`src/rtl/cfxm_defines.svh`:
```
// Purpose: shared constants of the clock failure and slow crystal monitor
// Assumes: reference clock of 100 MHz stands in for the main RC oscillator
// Notes: offsets are byte addresses on APB, one 32-bit word per register
`ifndef CFXM_DEFINES_SVH
`define CFXM_DEFINES_SVH

// ****************************************************************
// timing
// ****************************************************************
`define CFXM_REF_HZ 100000000
`define CFXM_SLOW_RC_HZ 32000
`define CFXM_SLOW_DIV (`CFXM_REF_HZ / `CFXM_SLOW_RC_HZ)
`define CFXM_XTAL_HZ 32768
`define CFXM_TOL_PCT 10
`define CFXM_NOM_CYC (`CFXM_REF_HZ / `CFXM_XTAL_HZ)
`define CFXM_MIN_CYC (`CFXM_NOM_CYC * (100 - `CFXM_TOL_PCT) / 100)
`define CFXM_MAX_CYC (`CFXM_NOM_CYC * (100 + `CFXM_TOL_PCT) / 100)
`define CFXM_BAD_RUN 4
`define CFXM_STARTUP_MULT 8

// ****************************************************************
// register offsets
// ****************************************************************
`define CFXM_OFF_MOR 12'h000
`define CFXM_OFF_MCKR 12'h004
`define CFXM_OFF_SR 12'h008
`define CFXM_OFF_IER 12'h00c
`define CFXM_OFF_IDR 12'h010
`define CFXM_OFF_IMR 12'h014
`define CFXM_OFF_FOCR 12'h018

// ****************************************************************
// field positions and reset values
// ****************************************************************
`define CFXM_MOR_XTEN 0
`define CFXM_MOR_RCEN 3
`define CFXM_MOR_ST_LO 8
`define CFXM_MOR_ST_HI 15
`define CFXM_MOR_SEL 24
`define CFXM_MOR_FME 26
`define CFXM_MOR_WMASK 32'h0500_ff09
`define CFXM_MOR_RST 32'h0000_0008
`define CFXM_MCKR_RST 2'h1
`define CFXM_SR_XTS 0
`define CFXM_SR_RCS 17
`define CFXM_SR_CFD 18
`define CFXM_SR_FOS 20
`define CFXM_SR_XTERR 21
`define CFXM_SR_IRQ_MASK 32'h0027_0001
`define CFXM_FOCR_CLR 0

`endif

```
`src/rtl/cfxm_pkg.sv`:
```
// Purpose: types of the clock failure and slow crystal monitor
// Assumes: nothing beyond the defines header
// Notes: constants live in the defines header, types here
package cfxm_pkg;

    // master clock source selection
    typedef enum logic [1:0] {
        CFXM_SRC_SLOW,
        CFXM_SRC_MAIN,
        CFXM_SRC_PLL,
        CFXM_SRC_RSVD
    } cfxm_src_e;

    // main crystal start-up sequence
    typedef enum logic [1:0] {
        CFXM_OSC_OFF,
        CFXM_OSC_WAIT,
        CFXM_OSC_READY
    } cfxm_osc_e;

    typedef struct packed {
        logic [31:0] mor;
        logic [1:0] mckr;
        logic [31:0] imr;
        logic [31:0] rdata;
        cfxm_osc_e osc;
        logic [10:0] st_cnt;
        logic xtal_prev;
        logic act_seen;
        logic cfd;
        logic forced;
        logic fault;
        logic xterr;
        cfxm_src_e mck_sel;
        logic rc_sel;
        logic rc_en;
        logic xt_en;
    } cfxm_state_s;

    typedef struct packed {
        logic [11:0] cnt;
        logic tick;
    } cfxm_tick_s;

    typedef struct packed {
        logic prev;
        logic started;
        logic [12:0] cnt;
        logic [2:0] bad;
        logic invalid;
    } cfxm_meas_s;

endpackage

```
`src/rtl/cfxm_tick.sv`:
```
// Purpose: slow RC clock enable, one pulse per slow clock period
// Assumes: ref_clk at the rate in the defines header
// Notes: the pulse replaces a real slow clock domain
`timescale 1ns/10ps
`default_nettype none
`include "cfxm_defines.svh"

module cfxm_tick
    import cfxm_pkg::*;
(
    input wire logic ref_clk,
    input wire logic sys_rst,
    output logic tick
);
    cfxm_tick_s st_r;
    cfxm_tick_s st_nxt;

    // free-running divider
    always_comb begin
        st_nxt = st_r;
        st_nxt.tick = (st_r.cnt == 12'(`CFXM_SLOW_DIV - 1));
        st_nxt.cnt = st_nxt.tick ? 12'h000 : st_r.cnt + 12'h001;
    end

    always_ff @(posedge ref_clk) begin
        if (sys_rst) begin
            st_r <= '0;
        end else begin
            st_r <= st_nxt;
        end
    end

    assign tick = st_r.tick;

endmodule // cfxm_tick
`default_nettype wire

```
`src/rtl/cfxm_top.sv`:
```
// Purpose: main crystal failure detection, switchover and slow crystal monitor
// Assumes: APB slave, zero wait states; slow RC clock is an enable pulse
// Notes: clock inputs are sampled levels; ref_clk stands in for the main RC
`timescale 1ns/10ps
`default_nettype none
`include "cfxm_defines.svh"

module cfxm_top
    import cfxm_pkg::*;
(
    input wire logic ref_clk,
    input wire logic sys_rst,
    input wire logic [11:0] paddr,
    input wire logic psel,
    input wire logic penable,
    input wire logic pwrite,
    input wire logic [31:0] pwdata,
    output logic [31:0] prdata,
    output logic pready,
    output logic pslverr,
    input wire logic main_xtal_in,
    input wire logic slow_xtal_in,
    input wire logic fast_rc_ready,
    output logic fault_out,
    output logic [1:0] master_clk_sel,
    output logic main_clk_sel_rc,
    output logic fast_rc_en,
    output logic main_xtal_en,
    output logic pm_irq
);
    // ****************************************************************
    // state and helpers
    // ****************************************************************
    localparam cfxm_state_s RST = '{
        mor: `CFXM_MOR_RST, mckr: `CFXM_MCKR_RST, imr: 32'h0000_0000,
        rdata: 32'h0000_0000, osc: CFXM_OSC_OFF, st_cnt: 11'h000,
        xtal_prev: 1'b0, act_seen: 1'b0, cfd: 1'b0, forced: 1'b0,
        fault: 1'b0, xterr: 1'b0, mck_sel: CFXM_SRC_MAIN, rc_sel: 1'b1,
        rc_en: 1'b1, xt_en: 1'b0};

    cfxm_state_s st_r;
    cfxm_state_s st_nxt;
    logic tick;
    logic meas_invalid;
    logic [31:0] sr;
    logic wr_en;
    logic rd_setup;
    logic focr_clr;
    logic mon_on;
    logic cfd_new;
    logic [10:0] st_target;

    // address decode for the error answer; the read mux decodes on its own
    function automatic logic cfxm_mapped(input logic [11:0] a);
        return (a == `CFXM_OFF_MOR) || (a == `CFXM_OFF_MCKR) || (a == `CFXM_OFF_SR) ||
               (a == `CFXM_OFF_IER) || (a == `CFXM_OFF_IDR) || (a == `CFXM_OFF_IMR) ||
               (a == `CFXM_OFF_FOCR);
    endfunction

    // ****************************************************************
    // sub-blocks
    // ****************************************************************
    cfxm_tick u_tick (
        .ref_clk(ref_clk),
        .sys_rst(sys_rst),
        .tick(tick)
    );

    cfxm_xtal_meas u_meas (
        .ref_clk(ref_clk),
        .sys_rst(sys_rst),
        .enable(st_r.mor[`CFXM_MOR_FME]),
        .slow_xtal_in(slow_xtal_in),
        .invalid(meas_invalid)
    );

    // status word, built from live state
    always_comb begin
        sr = 32'h0000_0000;
        sr[`CFXM_SR_XTS] = (st_r.osc == CFXM_OSC_READY);
        sr[`CFXM_SR_RCS] = fast_rc_ready;
        sr[`CFXM_SR_CFD] = st_r.cfd;
        sr[`CFXM_SR_FOS] = st_r.fault;
        sr[`CFXM_SR_XTERR] = st_r.xterr;
    end

    // ****************************************************************
    // next state
    // ****************************************************************
    always_comb begin
        st_nxt = st_r;
        wr_en = psel & penable & pwrite;
        rd_setup = psel & ~penable & ~pwrite;
        focr_clr = wr_en && (paddr == `CFXM_OFF_FOCR) && pwdata[`CFXM_FOCR_CLR];
        st_target = 11'(st_r.mor[`CFXM_MOR_ST_HI:`CFXM_MOR_ST_LO] * `CFXM_STARTUP_MULT);

        // register writes; a write takes effect in the access phase
        if (wr_en) begin
            unique case (paddr)
                `CFXM_OFF_MOR: st_nxt.mor = pwdata & `CFXM_MOR_WMASK;
                `CFXM_OFF_MCKR: st_nxt.mckr = pwdata[1:0];
                `CFXM_OFF_IER: st_nxt.imr = st_r.imr | (pwdata & `CFXM_SR_IRQ_MASK);
                `CFXM_OFF_IDR: st_nxt.imr = st_r.imr & ~pwdata;
                default: ;
            endcase
        end

        // crystal start-up: count slow ticks, eight per count unit
        unique case (st_r.osc)
            CFXM_OSC_OFF: begin
                st_nxt.st_cnt = 11'h000;
                if (st_r.mor[`CFXM_MOR_XTEN]) begin
                    st_nxt.osc = CFXM_OSC_WAIT;
                end
            end
            CFXM_OSC_WAIT: begin
                if (!st_r.mor[`CFXM_MOR_XTEN]) begin
                    st_nxt.osc = CFXM_OSC_OFF;
                end else if (st_r.st_cnt >= st_target) begin
                    st_nxt.osc = CFXM_OSC_READY;
                end else if (tick) begin
                    st_nxt.st_cnt = st_r.st_cnt + 11'h001;
                end
            end
            CFXM_OSC_READY: begin
                if (!st_r.mor[`CFXM_MOR_XTEN]) begin
                    st_nxt.osc = CFXM_OSC_OFF;
                end
            end
            // the fourth code is never entered; fall back to off
            default: begin
                st_nxt.osc = CFXM_OSC_OFF;
            end
        endcase

        // crystal activity seen between two slow ticks
        st_nxt.xtal_prev = main_xtal_in;
        if (tick) begin
            st_nxt.act_seen = (main_xtal_in != st_r.xtal_prev);
        end else if (main_xtal_in != st_r.xtal_prev) begin
            st_nxt.act_seen = 1'b1;
        end

        // a whole slow period with no crystal edge is a failure
        mon_on = st_r.mor[`CFXM_MOR_XTEN] & st_r.mor[`CFXM_MOR_SEL] &
                 (st_r.osc == CFXM_OSC_READY) & ~st_r.cfd;
        if (tick && mon_on && !st_r.act_seen) begin
            st_nxt.cfd = 1'b1;
        end
        cfd_new = st_nxt.cfd & ~st_r.cfd;

        // switch at once from main, one slow period later from pll
        if (cfd_new && (st_r.mckr != 2'(CFXM_SRC_PLL))) begin
            st_nxt.forced = 1'b1;
        end else if (st_r.cfd && !st_r.forced && tick) begin
            st_nxt.forced = 1'b1;
        end

        // reselecting the RC by software ends the forced state
        // a failure latched in the same cycle wins; it ends one cycle later
        if (!st_nxt.mor[`CFXM_MOR_SEL] && !cfd_new) begin
            st_nxt.cfd = 1'b0;
            st_nxt.forced = 1'b0;
        end

        // fault output: a new failure wins over a clear in the same cycle
        st_nxt.fault = cfd_new | (st_r.fault & ~focr_clr);

        // slow crystal error: sticky while enabled, cleared while disabled
        st_nxt.xterr = st_r.mor[`CFXM_MOR_FME] ? (st_r.xterr | meas_invalid)
                                               : 1'b0;

        // registered clock selects
        st_nxt.mck_sel = st_nxt.forced ? CFXM_SRC_MAIN : cfxm_src_e'(st_nxt.mckr);
        st_nxt.rc_sel = ~st_nxt.mor[`CFXM_MOR_SEL] | st_nxt.forced;
        st_nxt.rc_en = st_nxt.mor[`CFXM_MOR_RCEN] | st_nxt.forced;
        st_nxt.xt_en = st_nxt.mor[`CFXM_MOR_XTEN];

        // read data is captured in the setup phase
        if (rd_setup) begin
            unique case (paddr)
                `CFXM_OFF_MOR: st_nxt.rdata = st_r.mor;
                `CFXM_OFF_MCKR: st_nxt.rdata = {30'h0000_0000, st_r.mckr};
                `CFXM_OFF_SR: st_nxt.rdata = sr;
                `CFXM_OFF_IMR: st_nxt.rdata = st_r.imr;
                default: st_nxt.rdata = 32'h0000_0000;
            endcase
        end
    end

    always_ff @(posedge ref_clk) begin
        if (sys_rst) begin
            st_r <= RST;
        end else begin
            st_r <= st_nxt;
        end
    end

    // ****************************************************************
    // outputs
    // ****************************************************************
    // zero wait state slave; unmapped addresses answer with an error
    assign pready = 1'b1;
    assign pslverr = psel & penable & ~cfxm_mapped(paddr);
    assign prdata = st_r.rdata;
    assign fault_out = st_r.fault;
    assign master_clk_sel = st_r.mck_sel;
    assign main_clk_sel_rc = st_r.rc_sel;
    assign fast_rc_en = st_r.rc_en;
    assign main_xtal_en = st_r.xt_en;
    // enabled status bits drive the power manager line
    assign pm_irq = |(sr & st_r.imr);

    // ****************************************************************
    // check helpers
    // ****************************************************************
    // cycles from a latched failure to the forced switch; a whole slow
    // period is too long a delay range, so a counter carries it
    logic [12:0] late_cnt_r;
    logic [12:0] late_cnt_nxt;

    always_comb begin
        late_cnt_nxt = 13'h0000;
        if (st_r.cfd && !st_r.forced) begin
            late_cnt_nxt = late_cnt_r + 13'h0001;
        end
    end

    // a deselect clears the failure latch, and with it the count
    always_ff @(posedge ref_clk) begin
        if (sys_rst) begin
            late_cnt_r <= 13'h0000;
        end else begin
            late_cnt_r <= late_cnt_nxt;
        end
    end
endmodule // cfxm_top
`default_nettype wire

```
`src/rtl/cfxm_xtal_meas.sv`:
```
// Purpose: period measurement of the slow crystal against ref_clk
// Assumes: slow_xtal_in synchronous to ref_clk
// Notes: a stopped crystal counts as one bad period per overrun
`timescale 1ns/10ps
`default_nettype none
`include "cfxm_defines.svh"

module cfxm_xtal_meas
    import cfxm_pkg::*;
(
    input wire logic ref_clk,
    input wire logic sys_rst,
    input wire logic enable,
    input wire logic slow_xtal_in,
    output logic invalid
);
    cfxm_meas_s st_r;
    cfxm_meas_s st_nxt;
    logic rise;
    logic over;
    logic bad_now;

    // one measurement per rising edge; the first edge only opens a window
    always_comb begin
        st_nxt = st_r;
        rise = slow_xtal_in & ~st_r.prev;
        over = (st_r.cnt > 13'(`CFXM_MAX_CYC));
        bad_now = over | (rise & (st_r.cnt < 13'(`CFXM_MIN_CYC)));
        st_nxt.prev = slow_xtal_in;
        st_nxt.cnt = st_r.cnt + 13'h0001;
        if (rise || over) begin
            st_nxt.cnt = 13'h0000;
            st_nxt.started = 1'b1;
            if (st_r.started) begin
                if (bad_now) begin
                    st_nxt.bad = (st_r.bad == 3'(`CFXM_BAD_RUN)) ? st_r.bad
                                                                 : st_r.bad + 3'h1;
                end else begin
                    st_nxt.bad = 3'h0;
                end
            end
        end
        st_nxt.invalid = (st_nxt.bad == 3'(`CFXM_BAD_RUN));
        if (!enable) begin
            st_nxt = '0;
            st_nxt.prev = slow_xtal_in;
        end
    end

    always_ff @(posedge ref_clk) begin
        if (sys_rst) begin
            st_r <= '0;
        end else begin
            st_r <= st_nxt;
        end
    end

    assign invalid = st_r.invalid;
endmodule // cfxm_xtal_meas
`default_nettype wire

```
`config.mk`:
```
export PLATFORM = sky130hd
export DESIGN_NAME = cfxm_top
export DESIGN_NICKNAME = d
export VERILOG_FILES = /design/src/rtl/cfxm_pkg.sv /design/src/rtl/cfxm_tick.sv /design/src/rtl/cfxm_top.sv /design/src/rtl/cfxm_xtal_meas.sv
export VERILOG_INCLUDE_DIRS = /design/src /design/src/rtl
export SDC_FILE = /design/constraint.sdc
export NUM_CORES = 1
export LEC_CHECK = 0
export BUFFER_PORTS_ARGS = -buffer_cell sky130_fd_sc_hd__clkbuf_2
export CAP_MARGIN = 40
export CELL_PAD_IN_SITES_DETAIL_PLACEMENT = 1
export CELL_PAD_IN_SITES_GLOBAL_PLACEMENT = 1
export CORE_MARGIN = 2
export CORE_UTILIZATION = 43
export CTS_BUF_LIST = sky130_fd_sc_hd__clkbuf_16
export DETAILED_ROUTE_END_ITERATION = 16
export PLACE_DENSITY_LB_ADDON = 0.1
export SLEW_MARGIN = 5
export SYNTH_ARGS = -nofsm -noshare
export SYNTH_HDL_FRONTEND = slang
export SYNTH_SLANG_ARGS = --single-unit
```
`constraint.sdc`:
```
create_clock -name ref_clk -period 2.7 [get_ports ref_clk]
set_input_delay 0.27 -clock ref_clk [delete_from_list [all_inputs] [get_ports ref_clk]]
set_output_delay 0.27 -clock ref_clk [all_outputs]
set_load 0.05 [all_outputs]
```
==> metrics.json, run 1 <==
{
  "grt_pass1_wl": {"value": 24300, "unit": "um"},
  "power.leakage": {"value": 2.74, "unit": "nW"},
  "netlist_area": {"value": 5910, "unit": "um^2"},
  "fp.dieArea": {"value": 14700, "unit": "um^2"},
  "rows": {"value": 42},
  "netSwitchingPower": {"value": 0.000951, "unit": "W"},
  "ioPinCount": {"value": 93},
  "synthesis.area_per_instance": {"value": 8.91, "unit": "um^2"},
  "dpl.cell_count": {"value": 878},
  "critical_path.max_fanout": {"value": 8},
  "dieHeight": {"value": 121, "unit": "um"},
  "post_synth_and_or_nand_nor_area_fraction": {"value": 22.4, "unit": "%"},
  "ctsHoldBuffers": {"value": 0},
  "yosys.area_share.adder": {"value": 3.38, "unit": "%"},
  "worst_slack": {"value": 429, "unit": "ps"},
  "total_wirelength": {"value": 14800, "unit": "um"},
  "clkSlewWorstSetupHoldPaths": {"value": 60, "unit": "ps"},
  "worstSetupPathType": {"value": "reg -> reg"},
  "run_status": {"value": "finished, final reports clean"},
  "die_width": {"value": 121, "unit": "um"},
  "placed_cell_area": {"value": 6290, "unit": "um^2"},
  "cts-root-to-sink-buffers": {"value": 2},
  "number_of_flops_mapped_to_enable_cells_by_yosys": {"value": 0},
  "grt_use_total": {"value": 21.1, "unit": "%"},
  "first_pass_iters": {"value": 4},
  "synth-compound-area-share": {"value": 14.9, "unit": "%"},
  "ant_nets": {"value": 0},
  "cell_at_the_root_of_the_clock_tree": {"value": "sky130_fd_sc_hd__clkbuf_16"},
  "critPathRequiredTime": {"value": 2970, "unit": "ps"},
  "cts_tree": {"value": "done"},
  "drive_gt1_share": {"value": 20.2, "unit": "%"},
  "grt_setup_unrepaired": {"value": "false"},
  "cts_setup_buffers": {"value": 0},
  "fin_nets": {"value": 789},
  "sequentialPowerShare": {"value": 43.8, "unit": "%"},
  "synth_top_family_by_area": {"value": "simple AND/OR/NAND/NOR gates"},
  "layoutNonFillerInstCount": {"value": 910},
  "clk_latency": {"value": 420, "unit": "ps"},
  "final-setup-viol-count": {"value": 0},
  "antenna-diode-count": {"value": 0},
  "synthDominantAreaCellType": {"value": "sky130_fd_sc_hd__dfxtp_1"},
  "power.combinational.fraction": {"value": 3.3, "unit": "%"},
  "timing.setup.tns": {"value": 0, "unit": "ps"},
  "timing.max_slew.rel_slack": {"value": 49.2, "unit": "%"},
  "crit_arrival": {"value": 2540, "unit": "ps"},
  "final_hold_viol_count": {"value": 0},
  "drv_slew": {"value": 0},
  "post_synth_num_cell_types": {"value": 66},
  "intPower": {"value": 0.00356, "unit": "W"},
  "async_flop_share": {"value": 0, "unit": "%"},
  "cts.sinks": {"value": 133},
  "synth_largest_type_area_fraction": {"value": 45.0, "unit": "%"},
  "ys_top_cells_by_count": {"value": "sky130_fd_sc_hd__dfxtp_1 (133), sky130_fd_sc_hd__nor2_1 (72), sky130_fd_sc_hd__a21oi_1 (60), sky130_fd_sc_hd__nand2_1 (54)"},
  "ys_seq_elements": {"value": 133},
  "place_hpwl": {"value": 10700, "unit": "um"},
  "swShare": {"value": 21.1, "unit": "%"},
  "cts-buffers-inserted": {"value": 17},
  "max_freq": {"value": 440, "unit": "MHz"},
  "dr_total_vias": {"value": 4792},
  "areaGrowthSynthToFinish": {"value": 16.7, "unit": "%"},
  "power_frac_clock": {"value": 53.0, "unit": "%"},
  "clock_skew": {"value": 6.38, "unit": "ps"},
  "synthMostInstantiatedCell": {"value": "sky130_fd_sc_hd__dfxtp_1"},
  "yosysWarnings": {"value": 0},
  "detail_route.drc_violations": {"value": 0},
  "synthesis.nets": {"value": 732},
  "worstSetupEndpointType": {"value": "register"},
  "peakVddDrop": {"value": 0.000413, "unit": "V"},
  "starting_density_of_the_core": {"value": 44.3, "unit": "%"},
  "dp_slack": {"value": 463, "unit": "ps"},
  "max_cap_viol_count": {"value": 0},
  "grt_overflow": {"value": 0},
  "wl_per_cell": {"value": 16.3, "unit": "um"},
  "gpl.final_weighted_congestion": {"value": 0.756},
  "drt_iter0_drc": {"value": 268},
  "io_buffer_count": {"value": 91},
  "fin_crit_sh": {"value": 84.1, "unit": "%"},
  "routed_via_density": {"value": 5.27},
  "post_synth_mux_area_share": {"value": 2.03, "unit": "%"},
  "grt_antenna_before_repair": {"value": 0},
  "hp-class": {"value": "in -> reg"},
  "syn-instance-count": {"value": 664},
  "xor_and_xnor_fraction_of_the_mapped_netlist_area": {"value": 4.15, "unit": "%"},
  "start_kind": {"value": "register"},
  "post_cts.resized_instances": {"value": 0},
  "netlist_top_cells_area": {"value": "sky130_fd_sc_hd__dfxtp_1 (45%), sky130_fd_sc_hd__a21oi_1 (5.1%), sky130_fd_sc_hd__buf_4 (4.6%), sky130_fd_sc_hd__nor2_1 (4.6%), sky130_fd_sc_hd__nand2b_1 (3.8%)"},
  "first_global_vias": {"value": 4923},
  "finish.instance_area": {"value": 6900, "unit": "um^2"},
  "layout_min_cycle_time": {"value": 2270, "unit": "ps"},
  "primary_ff_master_synth": {"value": "sky130_fd_sc_hd__dfxtp_1"},
  "power.density_cell_area": {"value": 654, "unit": "nW/um^2"},
  "grt_max_degree": {"value": 57},
  "placeableCoreArea": {"value": 13300, "unit": "um^2"},
  "slew_at_the_pin_closest_to_its_max_slew_limit": {"value": 760, "unit": "ps"},
  "cts-htree-levels": {"value": 4},
  "register_area_share_after_synthesis": {"value": 45.0, "unit": "%"}
}
==> cells in the final DEF, fill, tap and decap left out, drive strengths merged, types with 3 or more instances in the layout <==
cell / Yosys / routed
buf: 47 / 7
a31oi: 4 / 4
a32oi: 3 / 3
clkinv: 0 / 6
inv: 25 / 29
or3: 5 / 5
a21oi: 60 / 60
nor4: 4 / 4
nand4: 11 / 11
nand2: 55 / 55
and4: 3 / 3
a211oi: 7 / 7
dfxtp: 133 / 133
or2: 3 / 3
xor2: 19 / 19
mux2i: 12 / 12
nor2b: 7 / 7
nand2b: 36 / 36
ha: 16 / 16
nand3: 32 / 32
nor2: 73 / 73
xnor2: 9 / 9
and3: 10 / 10
o21ai: 23 / 23
a22oi: 18 / 18
bufinv: 0 / 4
clkbuf: 13 / 108
nor3: 5 / 5
==> state kept, by name, indices dropped and copies added, names as in the netlist, named ones only <==
register,cells
fast_rc_en,1
fault_out,1
main_clk_sel_rc,1
master_clk_sel,2
prdata,32
sr,2
st_r,57
u_meas.invalid,1
u_meas.st_r,18
u_tick.st_r,12
u_tick.tick,1
==> stage by stage <==
stage / power, W / hold WS [ps] / utilization, %
2_1_floorplan: 0.00209 / 358 / -
3_3_place_gp: 0.00216 / 415 / 47.1
3_5_place_dp: 0.00217 / 438 / 47.1
4_1_cts: 0.00456 / 4.71 / 51.7
5_1_grt: 0.00467 / 13.3 / 51.7
6_report: 0.00452 / 19.1 / 51.7
==> area by class of cell <==
cell class                 count  area (um^2)
timing repair buffer          98          533
clock buffer                  17          425
multi-input combinational    446         2780
clock inverter                15          188
sequential                   133         2660
inverter                      25         93.8
tap                          176          220
fill                        1556         6440
==> layer usage <==
metal	vias to the layer above	share of wire, %	global-route usage (%)
met5	-	0	0
li1	2364	-	-
met4	0	1.7	7.90
met2	84	50	36.6
met3	20	3.7	4.42
met1	2324	45	25.8
==> critical path: stages (launching register included) <==
cell,delay [ps]
sky130_fd_sc_hd__dfxtp_1,360
sky130_fd_sc_hd__inv_1,80
sky130_fd_sc_hd__ha_1,330
sky130_fd_sc_hd__a21o_1,210
sky130_fd_sc_hd__a311o_1,380
sky130_fd_sc_hd__o31ai_4,400
sky130_fd_sc_hd__nand4_1,160
sky130_fd_sc_hd__xor2_1,170
sky130_fd_sc_hd__nor2_1,50
==> logic make-up after synthesis <==
group / Yosys count
fa+ha+maj: 16
compound gates: 134
simple gates: 254
other cells: 2
xor+xnor: 28
flops: 133
mux: 12
buf+inv: 85
==> final timing paths <==
| path | endpoint | depth (start not counted) | slack [ps] | from |
|---|---|---|---|---|
| worst min-delay path | st_r[81] | 2 | 20 | pwdata[25] |
| worst min register to register | prdata[15] | 2 | 450 | prdata[15] |
| worst max-delay path | st_r[20] | 8 | 430 | st_r[105] |
| worst max register to register | st_r[20] | 8 | 430 | st_r[105] |
==> power groups by stage <==
stage	clock [W]	sequential, W	combinational, W
after floorplan	0	0.00202	0.0000760
after global placement	0	0.00202	0.000143
after detailed placement	0	0.00202	0.000148
after CTS	0.00244	0.00198	0.000150
after global routing	0.00253	0.00198	0.000163
final	0.00239	0.00198	0.000148
No activity file was read; power rests on OpenSTA's default activity.
==> run 2: changes to the inputs <==
ABC_AREA = 1   (was default)
CORE_UTILIZATION = 41   (was 43)
clock period = 2.3 ns   (was 2.7 ns; I/O delays follow)
==> run 2 against run 1 <==
Effect of this change: non-clock buffer count increased by 1; combinational power rose by 61%; global-route usage up 0.60 points; largest cell class unchanged; cell area is 4.2% higher; sequential cell count did not move.
==> metrics.json, run 2 <==
{
  "run_status": {"value": "finished, final reports clean", "change": "unchanged"},
  "clk_latency": {"value": 430, "unit": "ps", "change": "was 420 ps"},
  "first_global_vias": {"value": 5724, "change": "was 4923"},
  "grt_use_total": {"value": 21.7, "unit": "%", "change": "was 21.1%"},
  "ant_nets": {"value": 0, "change": "unchanged"},
  "wl_met1": {"value": 7730, "unit": "um", "change": "was 6590 um"},
  "post_synth_and_or_nand_nor_area_fraction": {"value": 26.0, "unit": "%", "change": "was 22.4%"},
  "power.density_cell_area": {"value": 734, "unit": "nW/um^2", "change": "was 654 nW/um^2"},
  "clkSlewWorstSetupHoldPaths": {"value": 60, "unit": "ps", "change": "about the same"},
  "max_freq": {"value": 496, "unit": "MHz", "change": "was 440 MHz"},
  "synth-compound-area-share": {"value": 11.8, "unit": "%", "change": "was 14.9%"},
  "grt_setup_unrepaired": {"value": "false", "change": "unchanged"},
  "post_synth_num_cell_types": {"value": 42, "change": "was 66"},
  "io_buffer_count": {"value": 91, "change": "unchanged"},
  "rows": {"value": 45, "change": "was 42"},
  "ys_top_cells_by_count": {"value": "sky130_fd_sc_hd__nand2_1 (176), sky130_fd_sc_hd__dfxtp_1 (133), sky130_fd_sc_hd__inv_1 (116), sky130_fd_sc_hd__a21oi_1 (73), sky130_fd_sc_hd__nand3_1 (68)", "change": "was sky130_fd_sc_hd__dfxtp_1 (133), sky130_fd_sc_hd__nor2_1 (72), sky130_fd_sc_hd__a21oi_1 (60), sky130_fd_sc_hd__nand2_1 (54)"},
  "cts-buffers-inserted": {"value": 17, "change": "unchanged"},
  "cts-htree-levels": {"value": 4, "change": "unchanged"},
  "cts.sinks": {"value": 133, "change": "unchanged"},
  "capture_point_of_the_worst_reg_to_reg_path": {"value": "st_r[13]", "change": "was st_r[20]"},
  "peakVddDrop": {"value": 0.000556, "unit": "V", "change": "was 0.000413 V"},
  "dr_total_vias": {"value": 5554, "change": "was 4792"},
  "worstSetupPathType": {"value": "reg -> reg", "change": "unchanged"},
  "fp.dieArea": {"value": 16300, "unit": "um^2", "change": "was 14700 um^2"},
  "power.leakage": {"value": 3.12, "unit": "nW", "change": "was 2.74 nW"},
  "crit_arrival": {"value": 2340, "unit": "ps", "change": "was 2540 ps"},
  "areaGrowthSynthToFinish": {"value": 14.9, "unit": "%", "change": "was 16.7%"},
  "layoutNonFillerInstCount": {"value": 1112, "change": "was 910"},
  "dieHeight": {"value": 128, "unit": "um", "change": "was 121 um"},
  "layout_min_cycle_time": {"value": 2020, "unit": "ps", "change": "was 2270 ps"},
  "ioPinCount": {"value": 93, "change": "unchanged"},
  "worst_r2r_path_depth": {"value": 13, "change": "was 8"},
  "timing.max_slew.rel_slack": {"value": 57.4, "unit": "%", "change": "was 49.2%"},
  "synthMostInstantiatedCell": {"value": "sky130_fd_sc_hd__nand2_1", "change": "was sky130_fd_sc_hd__dfxtp_1"},
  "timing.setup.tns": {"value": 0, "unit": "ps", "change": "unchanged"},
  "final_cell_mix": {"value": "sky130_fd_sc_hd__nand2_1 (175), sky130_fd_sc_hd__dfxtp_1 (133), sky130_fd_sc_hd__inv_1 (116), sky130_fd_sc_hd__clkbuf_2 (91), sky130_fd_sc_hd__a21oi_1 (73)", "change": "was sky130_fd_sc_hd__dfxtp_1 (133), sky130_fd_sc_hd__clkbuf_2 (91), sky130_fd_sc_hd__nor2_1 (71), sky130_fd_sc_hd__a21oi_1 (60), sky130_fd_sc_hd__nand2_1 (54)"},
  "die_width": {"value": 128, "unit": "um", "change": "was 121 um"},
  "grt_pass1_wl": {"value": 27800, "unit": "um", "change": "was 24300 um"},
  "cts-root-to-sink-buffers": {"value": 2, "change": "unchanged"},
  "layout_commonest_cell": {"value": "sky130_fd_sc_hd__nand2_1", "change": "was sky130_fd_sc_hd__dfxtp_1"},
  "critPathRequiredTime": {"value": 2620, "unit": "ps", "change": "was 2970 ps"},
  "postLayoutCoreUtil": {"value": 47.8, "unit": "%", "change": "was 51.7%"},
  "fin_crit_sh": {"value": 87.7, "unit": "%", "change": "was 84.1%"},
  "placeableCoreArea": {"value": 15000, "unit": "um^2", "change": "was 13300 um^2"},
  "cts_tree": {"value": "done", "change": "unchanged"},
  "final-setup-viol-count": {"value": 0, "change": "unchanged"},
  "topRoutingLayerUsed": {"value": "met4", "change": "unchanged"},
  "xor_and_xnor_fraction_of_the_mapped_netlist_area": {"value": 2.24, "unit": "%", "change": "was 4.15%"},
  "gpl.final_weighted_congestion": {"value": 0.819, "change": "was 0.756"},
  "largest_register": {"value": "st_r", "change": "unchanged"},
  "synthDominantAreaCellType": {"value": "sky130_fd_sc_hd__dfxtp_1", "change": "unchanged"},
  "register_area_share_after_synthesis": {"value": 42.6, "unit": "%", "change": "was 45.0%"},
  "drive_gt1_share": {"value": 17.5, "unit": "%", "change": "was 20.2%"},
  "number_of_flops_mapped_to_enable_cells_by_yosys": {"value": 0, "change": "unchanged"},
  "timing.reg2reg.setup_slack": {"value": 280, "unit": "ps", "change": "was 430 ps"},
  "slew_at_the_pin_closest_to_its_max_slew_limit": {"value": 634, "unit": "ps", "change": "was 760 ps"},
  "start_kind": {"value": "register", "change": "unchanged"},
  "yosysWarnings": {"value": 0, "change": "unchanged"},
  "fin_nets": {"value": 979, "change": "was 789"},
  "antenna-diode-count": {"value": 0, "change": "unchanged"},
  "num-fill-cells": {"value": 1950, "change": "was 1556"},
  "max_cap_viol_count": {"value": 0, "change": "unchanged"},
  "regToRegStartpoint": {"value": "st_r[14]", "change": "was st_r[105]"},
  "detail_route.drc_violations": {"value": 0, "change": "unchanged"},
  "cp-endpoint": {"value": "st_r[13]", "change": "was st_r[20]"},
  "largest_register_ffs": {"value": 57, "change": "unchanged"},
  "drv_slew": {"value": 0, "change": "unchanged"},
  "critical_path.startpoint": {"value": "st_r[14]", "change": "was st_r[105]"},
  "grt_max_degree": {"value": 48, "change": "was 57"},
  "final_hold_viol_count": {"value": 0, "change": "unchanged"},
  "primary_ff_master_synth": {"value": "sky130_fd_sc_hd__dfxtp_1", "change": "unchanged"},
  "met2_length": {"value": 8270, "unit": "um", "change": "was 7410 um"},
  "synthesis.area_per_instance": {"value": 7.29, "unit": "um^2", "change": "was 8.91 um^2"},
  "netlist_top_cells_area": {"value": "sky130_fd_sc_hd__dfxtp_1 (43%), sky130_fd_sc_hd__nand2_1 (11%), sky130_fd_sc_hd__inv_1 (7.0%), sky130_fd_sc_hd__a21oi_1 (5.8%), sky130_fd_sc_hd__nand3_1 (5.4%)", "change": "was sky130_fd_sc_hd__dfxtp_1 (45%), sky130_fd_sc_hd__a21oi_1 (5.1%), sky130_fd_sc_hd__buf_4 (4.6%), sky130_fd_sc_hd__nor2_1 (4.6%), sky130_fd_sc_hd__nand2b_1 (3.8%)"},
  "worstSetupEndpointType": {"value": "register", "change": "unchanged"},
  "met3_wirelength": {"value": 558, "unit": "um", "change": "was 547 um"},
  "dpl.cell_count": {"value": 1080, "change": "was 878"},
  "syn-instance-count": {"value": 858, "change": "was 664"},
  "clock_skew": {"value": 7.52, "unit": "ps", "change": "was 6.38 ps"},
  "post_synth_mux_area_share": {"value": 0, "unit": "%", "change": "was 2.03%"},
  "total_wirelength": {"value": 16800, "unit": "um", "change": "was 14800 um"},
  "netlist_area": {"value": 6250, "unit": "um^2", "change": "was 5910 um^2"},
  "grt_antenna_before_repair": {"value": 0, "change": "unchanged"},
  "async_flop_share": {"value": 0, "unit": "%", "change": "unchanged"},
  "wl_per_cell": {"value": 15.1, "unit": "um", "change": "was 16.3 um"},
  "drt_iter0_drc": {"value": 257, "change": "was 268"},
  "ys_seq_elements": {"value": 133, "change": "unchanged"},
  "critical_path.max_fanout": {"value": 12, "change": "was 8"},
  "routed_via_density": {"value": 4.99, "change": "was 5.27"},
  "synth_largest_type_area_fraction": {"value": 42.6, "unit": "%", "change": "was 45.0%"},
  "cell_at_the_root_of_the_clock_tree": {"value": "sky130_fd_sc_hd__clkbuf_16", "change": "unchanged"},
  "yosys.area_share.adder": {"value": 3.20, "unit": "%", "change": "was 3.38%"},
  "ctsHoldBuffers": {"value": 0, "change": "unchanged"},
  "place_hpwl": {"value": 12200, "unit": "um", "change": "was 10700 um"},
  "hp-class": {"value": "in -> reg", "change": "unchanged"},
  "starting_density_of_the_core": {"value": 41.6, "unit": "%", "change": "was 44.3%"},
  "first_pass_iters": {"value": 4, "change": "unchanged"},
  "grt_overflow": {"value": 0, "change": "unchanged"},
  "synth_top_family_by_area": {"value": "simple AND/OR/NAND/NOR gates", "change": "unchanged"},
  "synthesis.nets": {"value": 926, "change": "was 732"}
}
run 2: layout make-up:
class	instances	area, um^2	share of cell area, %
clock buffer	17	425	5.92
inverter	123	463	6.44
tap	188	235	3.27
multi-input combinational	537	2720	37.8
clock inverter	15	156	2.18
sequential	133	2660	37.0
timing repair buffer	99	528	7.34
run 2: what timing repair did:
item                                    CTS  global route
gates resized for setup                   0             1
setup buffers                             0             0
endpoints found under the setup margin    0            11
run 2: cell families (layout without fill, tap and decap cells):
group / count (synthesis) / after routing
AND/OR/NAND/NOR: 363 / 363
buffers and inverters: 188 / 254
AO/OA/AOI/OAI: 140 / 140
flip-flops: 133 / 133
adder cells (fa/ha/maj): 16 / 16
XOR/XNOR: 16 / 16
other: 2 / 2
run 2: routing by layer:
metal / GRT usage [%] / up-vias
met5: 0 / -
met4: 7.30 / 0
met3: 5.82 / 17
met2: 36.9 / 94
met1: 26.8 / 2638
li1: - / 2805
run 2: worst min-delay path by stage:
stage,startpoint,end,cells past startpoint
finish,slow_xtal_in,u_meas.st_r[18],3
global route,slow_xtal_in,u_meas.st_r[18],3
CTS,slow_xtal_in,u_meas.st_r[18],3
detailed placement,register,register,2
global placement,u_meas.invalid,sr[21],2
floorplan,main_xtal_in,st_r[10],2
run 2: worst max-delay path: stages, from the launching register on:
cell and delay, ps:
sky130_fd_sc_hd__dfxtp_1 370, sky130_fd_sc_hd__inv_1 100, sky130_fd_sc_hd__ha_1 290, sky130_fd_sc_hd__nand2_1 60, sky130_fd_sc_hd__nor2_1 100, sky130_fd_sc_hd__o21ai_1 60, sky130_fd_sc_hd__nand2_1 60, sky130_fd_sc_hd__nand2_1 50
sky130_fd_sc_hd__nand2_1 90, sky130_fd_sc_hd__inv_1 50, sky130_fd_sc_hd__nand2_2 190, sky130_fd_sc_hd__nand2_2 210, sky130_fd_sc_hd__a21oi_1 210, sky130_fd_sc_hd__nor2_1 60
run 2: through the flow:
step	area [um^2]	hold slack, ps	worst slack, ps	power, W
global placement	6610	438	279	0.00262
floorplan	6250	337	191	0.00255
detailed placement	6610	442	125	0.00263
global route	7190	32.2	42.1	0.00547
finish	7190	24.3	283	0.00528
CTS	7190	14.4	104	0.00534
run 2: report_power, final:
group	internal, W	switching (W)	total [W]
logic	0.0000702	0.000169	0.000239
registers	0.00233	0.0000117	0.00234
clock network	0.00160	0.00110	0.00270
total	0.00399	0.00128	0.00528
==> run 3: changes to the inputs <==
CORE_UTILIZATION = 42   (was 41)
SYNTH_HIERARCHICAL = 1   (was default)
==> run 3 against run 2 <==
Effect of this change: non-clock buffer count rose by 8; sequential cell count unchanged; synthesized cell count up 5.9%; critical path depth down 2; sequential share of layout area is 1.8 points lower; sequential power barely moved; via count is 9.3% higher; cell area increased by 5.1%; wire length increased by 10%; clock skew decreased by 2.0 ps; first-iteration DRC count increased by 12%; combinational power shrank 13%; critical endpoint is now st_r[19].
==> metrics.json, run 3 <==
{
  "grt_pass1_wl": {"value": 30200, "unit": "um", "change": "was 27800 um"},
  "cts.sinks": {"value": 133, "change": "unchanged"},
  "start_kind": {"value": "register", "change": "unchanged"},
  "clk_latency": {"value": 420, "unit": "ps", "change": "was 430 ps"},
  "grt_max_usage_layer": {"value": "met2", "change": "unchanged"},
  "placeableCoreArea": {"value": 15300, "unit": "um^2", "change": "was 15000 um^2"},
  "run_status": {"value": "finished, final reports clean", "change": "unchanged"},
  "critical-path-top-cell-by-count": {"value": "sky130_fd_sc_hd__nand2_1", "change": "unchanged"},
  "final_hold_viol_count": {"value": 0, "change": "unchanged"},
  "grt_max_degree": {"value": 37, "change": "was 48"},
  "ys_seq_elements": {"value": 133, "change": "unchanged"},
  "hold_depth": {"value": 3, "change": "unchanged"},
  "drive_gt1_share": {"value": 18.1, "unit": "%", "change": "was 17.5%"},
  "fin_crit_sh": {"value": 84.2, "unit": "%", "change": "was 87.7%"},
  "grt_antenna_before_repair": {"value": 0, "change": "unchanged"},
  "largest_register_ffs": {"value": 57, "change": "unchanged"},
  "max_cap_viol_count": {"value": 0, "change": "unchanged"},
  "slowest_stage_cell_crit_path": {"value": "sky130_fd_sc_hd__dfxtp_1", "change": "unchanged"},
  "starting_density_of_the_core": {"value": 43.1, "unit": "%", "change": "was 41.6%"},
  "primary_ff_master_synth": {"value": "sky130_fd_sc_hd__dfxtp_1", "change": "unchanged"},
  "post_synth_num_cell_types": {"value": 43, "change": "was 42"},
  "synth_largest_type_area_fraction": {"value": 40.5, "unit": "%", "change": "was 42.6%"},
  "path_depth": {"value": 11, "change": "was 13"},
  "yosys.area_share.adder": {"value": 3.04, "unit": "%", "change": "was 3.20%"},
  "peakVddDrop": {"value": 0.000484, "unit": "V", "change": "was 0.000556 V"},
  "syn-instance-count": {"value": 909, "change": "was 858"},
  "critPathBufInv": {"value": 1, "change": "was 2"},
  "netlist_area": {"value": 6580, "unit": "um^2", "change": "was 6250 um^2"},
  "largest_register": {"value": "st_r", "change": "unchanged"},
  "global_route.usage.met3": {"value": 4.38, "unit": "%", "change": "was 5.82%"},
  "critical_path.max_fanout": {"value": 8, "change": "was 12"},
  "num-fill-cells": {"value": 1971, "change": "was 1950"},
  "worst_slack": {"value": 363, "unit": "ps", "change": "was 283 ps"},
  "timing.critical_path.cells": {"value": "ha_1 -> nand2_1 -> inv_1 -> nand3_1 -> nor2_1 -> nor2_1 -> nand3_1 -> nand2_1 -> nand2_1 -> nand2_1 -> a21oi_1", "change": "was inv_1 -> ha_1 -> nand2_1 -> nor2_1 -> o21ai_1 -> nand2_1 -> nand2_1 -> nand2_1 -> inv_1 -> nand2_2 -> nand2_2 -> a21oi_1 -> nor2_1"},
  "max_freq": {"value": 516, "unit": "MHz", "change": "was 496 MHz"},
  "critPathRequiredTime": {"value": 2580, "unit": "ps", "change": "was 2620 ps"},
  "cts_tree": {"value": "done", "change": "unchanged"},
  "routed_via_density": {"value": 5.10, "change": "was 4.99"},
  "drv_slew": {"value": 0, "change": "unchanged"},
  "hp-class": {"value": "in -> reg", "change": "unchanged"},
  "areaGrowthSynthToFinish": {"value": 14.8, "unit": "%", "change": "was 14.9%"},
  "ys_top_cells_by_count": {"value": "sky130_fd_sc_hd__nand2_1 (156), sky130_fd_sc_hd__dfxtp_1 (133), sky130_fd_sc_hd__inv_1 (131), sky130_fd_sc_hd__nand3_1 (109), sky130_fd_sc_hd__a21oi_1 (75)", "change": "was sky130_fd_sc_hd__nand2_1 (176), sky130_fd_sc_hd__dfxtp_1 (133), sky130_fd_sc_hd__inv_1 (116), sky130_fd_sc_hd__a21oi_1 (73), sky130_fd_sc_hd__nand3_1 (68)"},
  "post_cts.resized_instances": {"value": 0, "change": "unchanged"},
  "synthesis.nets": {"value": 977, "change": "was 926"},
  "total_power": {"value": 0.00521, "unit": "W", "change": "was 0.00528 W"},
  "cts-htree-levels": {"value": 4, "change": "unchanged"},
  "synth_top_family_by_area": {"value": "simple AND/OR/NAND/NOR gates", "change": "unchanged"},
  "wl_per_cell": {"value": 15.6, "unit": "um", "change": "was 15.1 um"},
  "worst_r2r_path_depth": {"value": 11, "change": "was 13"},
  "yosysWarnings": {"value": 6, "change": "was 0"},
  "drt_iter0_drc": {"value": 288, "change": "was 257"},
  "synthesis.area_per_instance": {"value": 7.24, "unit": "um^2", "change": "was 7.29 um^2"},
  "die_width": {"value": 129, "unit": "um", "change": "was 128 um"},
  "dieHeight": {"value": 129, "unit": "um", "change": "was 128 um"},
  "ctsHoldBuffers": {"value": 0, "change": "unchanged"},
  "synthDominantAreaCellType": {"value": "sky130_fd_sc_hd__dfxtp_1", "change": "unchanged"},
  "synth-compound-area-share": {"value": 10.0, "unit": "%", "change": "was 11.8%"},
  "ioPinCount": {"value": 93, "change": "unchanged"},
  "regToRegStartpoint": {"value": "st_r[16]", "change": "was st_r[14]"},
  "timing.setup.tns": {"value": 0, "unit": "ps", "change": "unchanged"},
  "clkSlewWorstSetupHoldPaths": {"value": 60, "unit": "ps", "change": "about the same"},
  "timing.max_slew.rel_slack": {"value": 55.5, "unit": "%", "change": "was 57.4%"},
  "power.density_cell_area": {"value": 689, "unit": "nW/um^2", "change": "was 734 nW/um^2"},
  "dr_total_vias": {"value": 6068, "change": "was 5554"},
  "place_hpwl": {"value": 13900, "unit": "um", "change": "was 12200 um"},
  "detail_route.drc_violations": {"value": 0, "change": "unchanged"},
  "global_route.usage.met2": {"value": 38.7, "unit": "%", "change": "was 36.9%"},
  "post_synth_mux_area_share": {"value": 0, "unit": "%", "change": "unchanged"},
  "first_global_vias": {"value": 6200, "change": "was 5724"},
  "xor_and_xnor_fraction_of_the_mapped_netlist_area": {"value": 1.33, "unit": "%", "change": "was 2.24%"},
  "number_of_flops_mapped_to_enable_cells_by_yosys": {"value": 0, "change": "unchanged"},
  "critical_path.startpoint": {"value": "st_r[16]", "change": "was st_r[14]"},
  "async_flop_share": {"value": 0, "unit": "%", "change": "unchanged"},
  "cts_setup_buffers": {"value": 0, "change": "unchanged"},
  "layout_commonest_cell": {"value": "sky130_fd_sc_hd__nand2_1", "change": "unchanged"},
  "crit_arrival": {"value": 2220, "unit": "ps", "change": "was 2340 ps"},
  "synthMostInstantiatedCell": {"value": "sky130_fd_sc_hd__nand2_1", "change": "unchanged"},
  "slew_at_the_pin_closest_to_its_max_slew_limit": {"value": 665, "unit": "ps", "change": "was 634 ps"},
  "io_buffer_count": {"value": 91, "change": "unchanged"},
  "final_cell_mix": {"value": "sky130_fd_sc_hd__nand2_1 (156), sky130_fd_sc_hd__dfxtp_1 (133), sky130_fd_sc_hd__inv_1 (132), sky130_fd_sc_hd__nand3_1 (109), sky130_fd_sc_hd__clkbuf_2 (91)", "change": "was sky130_fd_sc_hd__nand2_1 (175), sky130_fd_sc_hd__dfxtp_1 (133), sky130_fd_sc_hd__inv_1 (116), sky130_fd_sc_hd__clkbuf_2 (91), sky130_fd_sc_hd__a21oi_1 (73)"},
  "first_pass_iters": {"value": 5, "change": "was 4"},
  "grt_use_total": {"value": 22.8, "unit": "%", "change": "was 21.7%"},
  "critical-path-max-stage-delay": {"value": 490, "unit": "ps", "change": "was 370 ps"},
  "cts-root-to-sink-buffers": {"value": 2, "change": "unchanged"},
  "min-delay-start": {"value": "slow_xtal_in", "change": "unchanged"},
  "rows": {"value": 45, "change": "unchanged"},
  "cts-buffers-inserted": {"value": 17, "change": "unchanged"},
  "power.leakage": {"value": 3.27, "unit": "nW", "change": "was 3.12 nW"},
  "globalRouteMet1Util": {"value": 29.3, "unit": "%", "change": "was 26.8%"},
  "gpl.final_weighted_congestion": {"value": 0.833, "change": "was 0.819"},
  "register_area_share_after_synthesis": {"value": 40.5, "unit": "%", "change": "was 42.6%"},
  "netlist_top_cells_area": {"value": "sky130_fd_sc_hd__dfxtp_1 (40%), sky130_fd_sc_hd__nand2_1 (8.9%), sky130_fd_sc_hd__nand3_1 (8.3%), sky130_fd_sc_hd__inv_1 (7.5%), sky130_fd_sc_hd__a21oi_1 (5.7%)", "change": "was sky130_fd_sc_hd__dfxtp_1 (43%), sky130_fd_sc_hd__nand2_1 (11%), sky130_fd_sc_hd__inv_1 (7.0%), sky130_fd_sc_hd__a21oi_1 (5.8%), sky130_fd_sc_hd__nand3_1 (5.4%)"},
  "antenna-diode-count": {"value": 0, "change": "unchanged"},
  "ant_nets": {"value": 0, "change": "unchanged"},
  "dp_slack": {"value": 399, "unit": "ps", "change": "was 125 ps"},
  "total_wirelength": {"value": 18600, "unit": "um", "change": "was 16800 um"},
  "grt_setup_unrepaired": {"value": "false", "change": "unchanged"},
  "worstSetupPathType": {"value": "reg -> reg", "change": "unchanged"},
  "fin_nets": {"value": 1034, "change": "was 979"},
  "worstSetupEndpointType": {"value": "register", "change": "unchanged"},
  "grt_overflow": {"value": 0, "change": "unchanged"},
  "cell_at_the_root_of_the_clock_tree": {"value": "sky130_fd_sc_hd__clkbuf_16", "change": "unchanged"},
  "post_synth_and_or_nand_nor_area_fraction": {"value": 30.4, "unit": "%", "change": "was 26.0%"},
  "final-setup-viol-count": {"value": 0, "change": "unchanged"},
  "kind_of_cell_adding_the_most_delay_to_the_critical_path": {"value": "simple AND/OR/NAND/NOR gates", "change": "unchanged"},
  "clock_skew": {"value": 5.50, "unit": "ps", "change": "was 7.52 ps"},
  "layout_min_cycle_time": {"value": 1940, "unit": "ps", "change": "was 2020 ps"},
  "fp.dieArea": {"value": 16700, "unit": "um^2", "change": "was 16300 um^2"}
}
==> run 3: cell count changes after synthesis, moves of 4 or more <==
cell / change
sky130_fd_sc_hd__nand3_1: +41
sky130_fd_sc_hd__nand4_1: +31
sky130_fd_sc_hd__nand2_1: -20
sky130_fd_sc_hd__inv_1: +15
sky130_fd_sc_hd__o21ai_0: -9
sky130_fd_sc_hd__nor2_1: -6
sky130_fd_sc_hd__nor2_2: +6
sky130_fd_sc_hd__o211ai_1: -4
==> run 3: cell type report <==
class	count	area [um^2]	share of cell area (%)
tap	211	264	3.50
multi-input combinational	571	2960	39.2
sequential	133	2660	35.2
clock buffer	17	425	5.63
clock inverter	15	155	2.05
timing repair buffer	107	576	7.62
inverter	136	510	6.76
==> run 3: path summary, 6_finish.rpt <==
kind / slack, ps / to
worst max-delay path: 360 / st_r[19]
worst min-delay path: 30 / u_meas/st_r[18]
worst max register to register: 360 / st_r[19]
worst min register to register: 460 / st_r[71]
==> run 3: kinds of logic (layout without fill, tap and decap cells) <==
| kind of cell | Yosys count | in the layout |
|---|---|---|
| compound gates | 126 | 126 |
| xor+xnor | 10 | 10 |
| fa+ha+maj | 16 | 16 |
| buf+inv | 205 | 275 |
| flops | 133 | 133 |
| other cells | 2 | 2 |
| simple gates | 417 | 417 |
==> run 3: tightest hold or removal path: cells and delay by family <==
family	cells	cell delay, ps
buf+inv	2	140
simple gates	1	40
==> run 3: power by group <==
group | leakage (nW) | internal (W) | switching, W
combinational | 1.92 | 0.0000661 | 0.000143
clock | 0.274 | 0.00160 | 0.00108
sequential | 1.07 | 0.00231 | 0.00000680
total | 3.27 | 0.00398 | 0.00123
==> run 3: stage by stage <==
stage | utilization [%] | hold WS (ps) | instances | cell area (um^2)
2_1_floorplan | - | 302 | 909 | 6580
3_3_place_gp | 45.7 | 442 | 1158 | 6970
3_5_place_dp | 45.7 | 447 | 1158 | 6970
4_1_cts | 49.5 | 11.2 | 1190 | 7550
5_1_grt | 49.5 | 45.0 | 1190 | 7550
6_report | 49.5 | 27.4 | 1190 | 7550
==> run 3: metal layers <==
layer	part of all wire [%]	wire [um]
met1	47	8730
met2	49	9020
met3	3.2	598
met4	1.2	222
met5	0	0
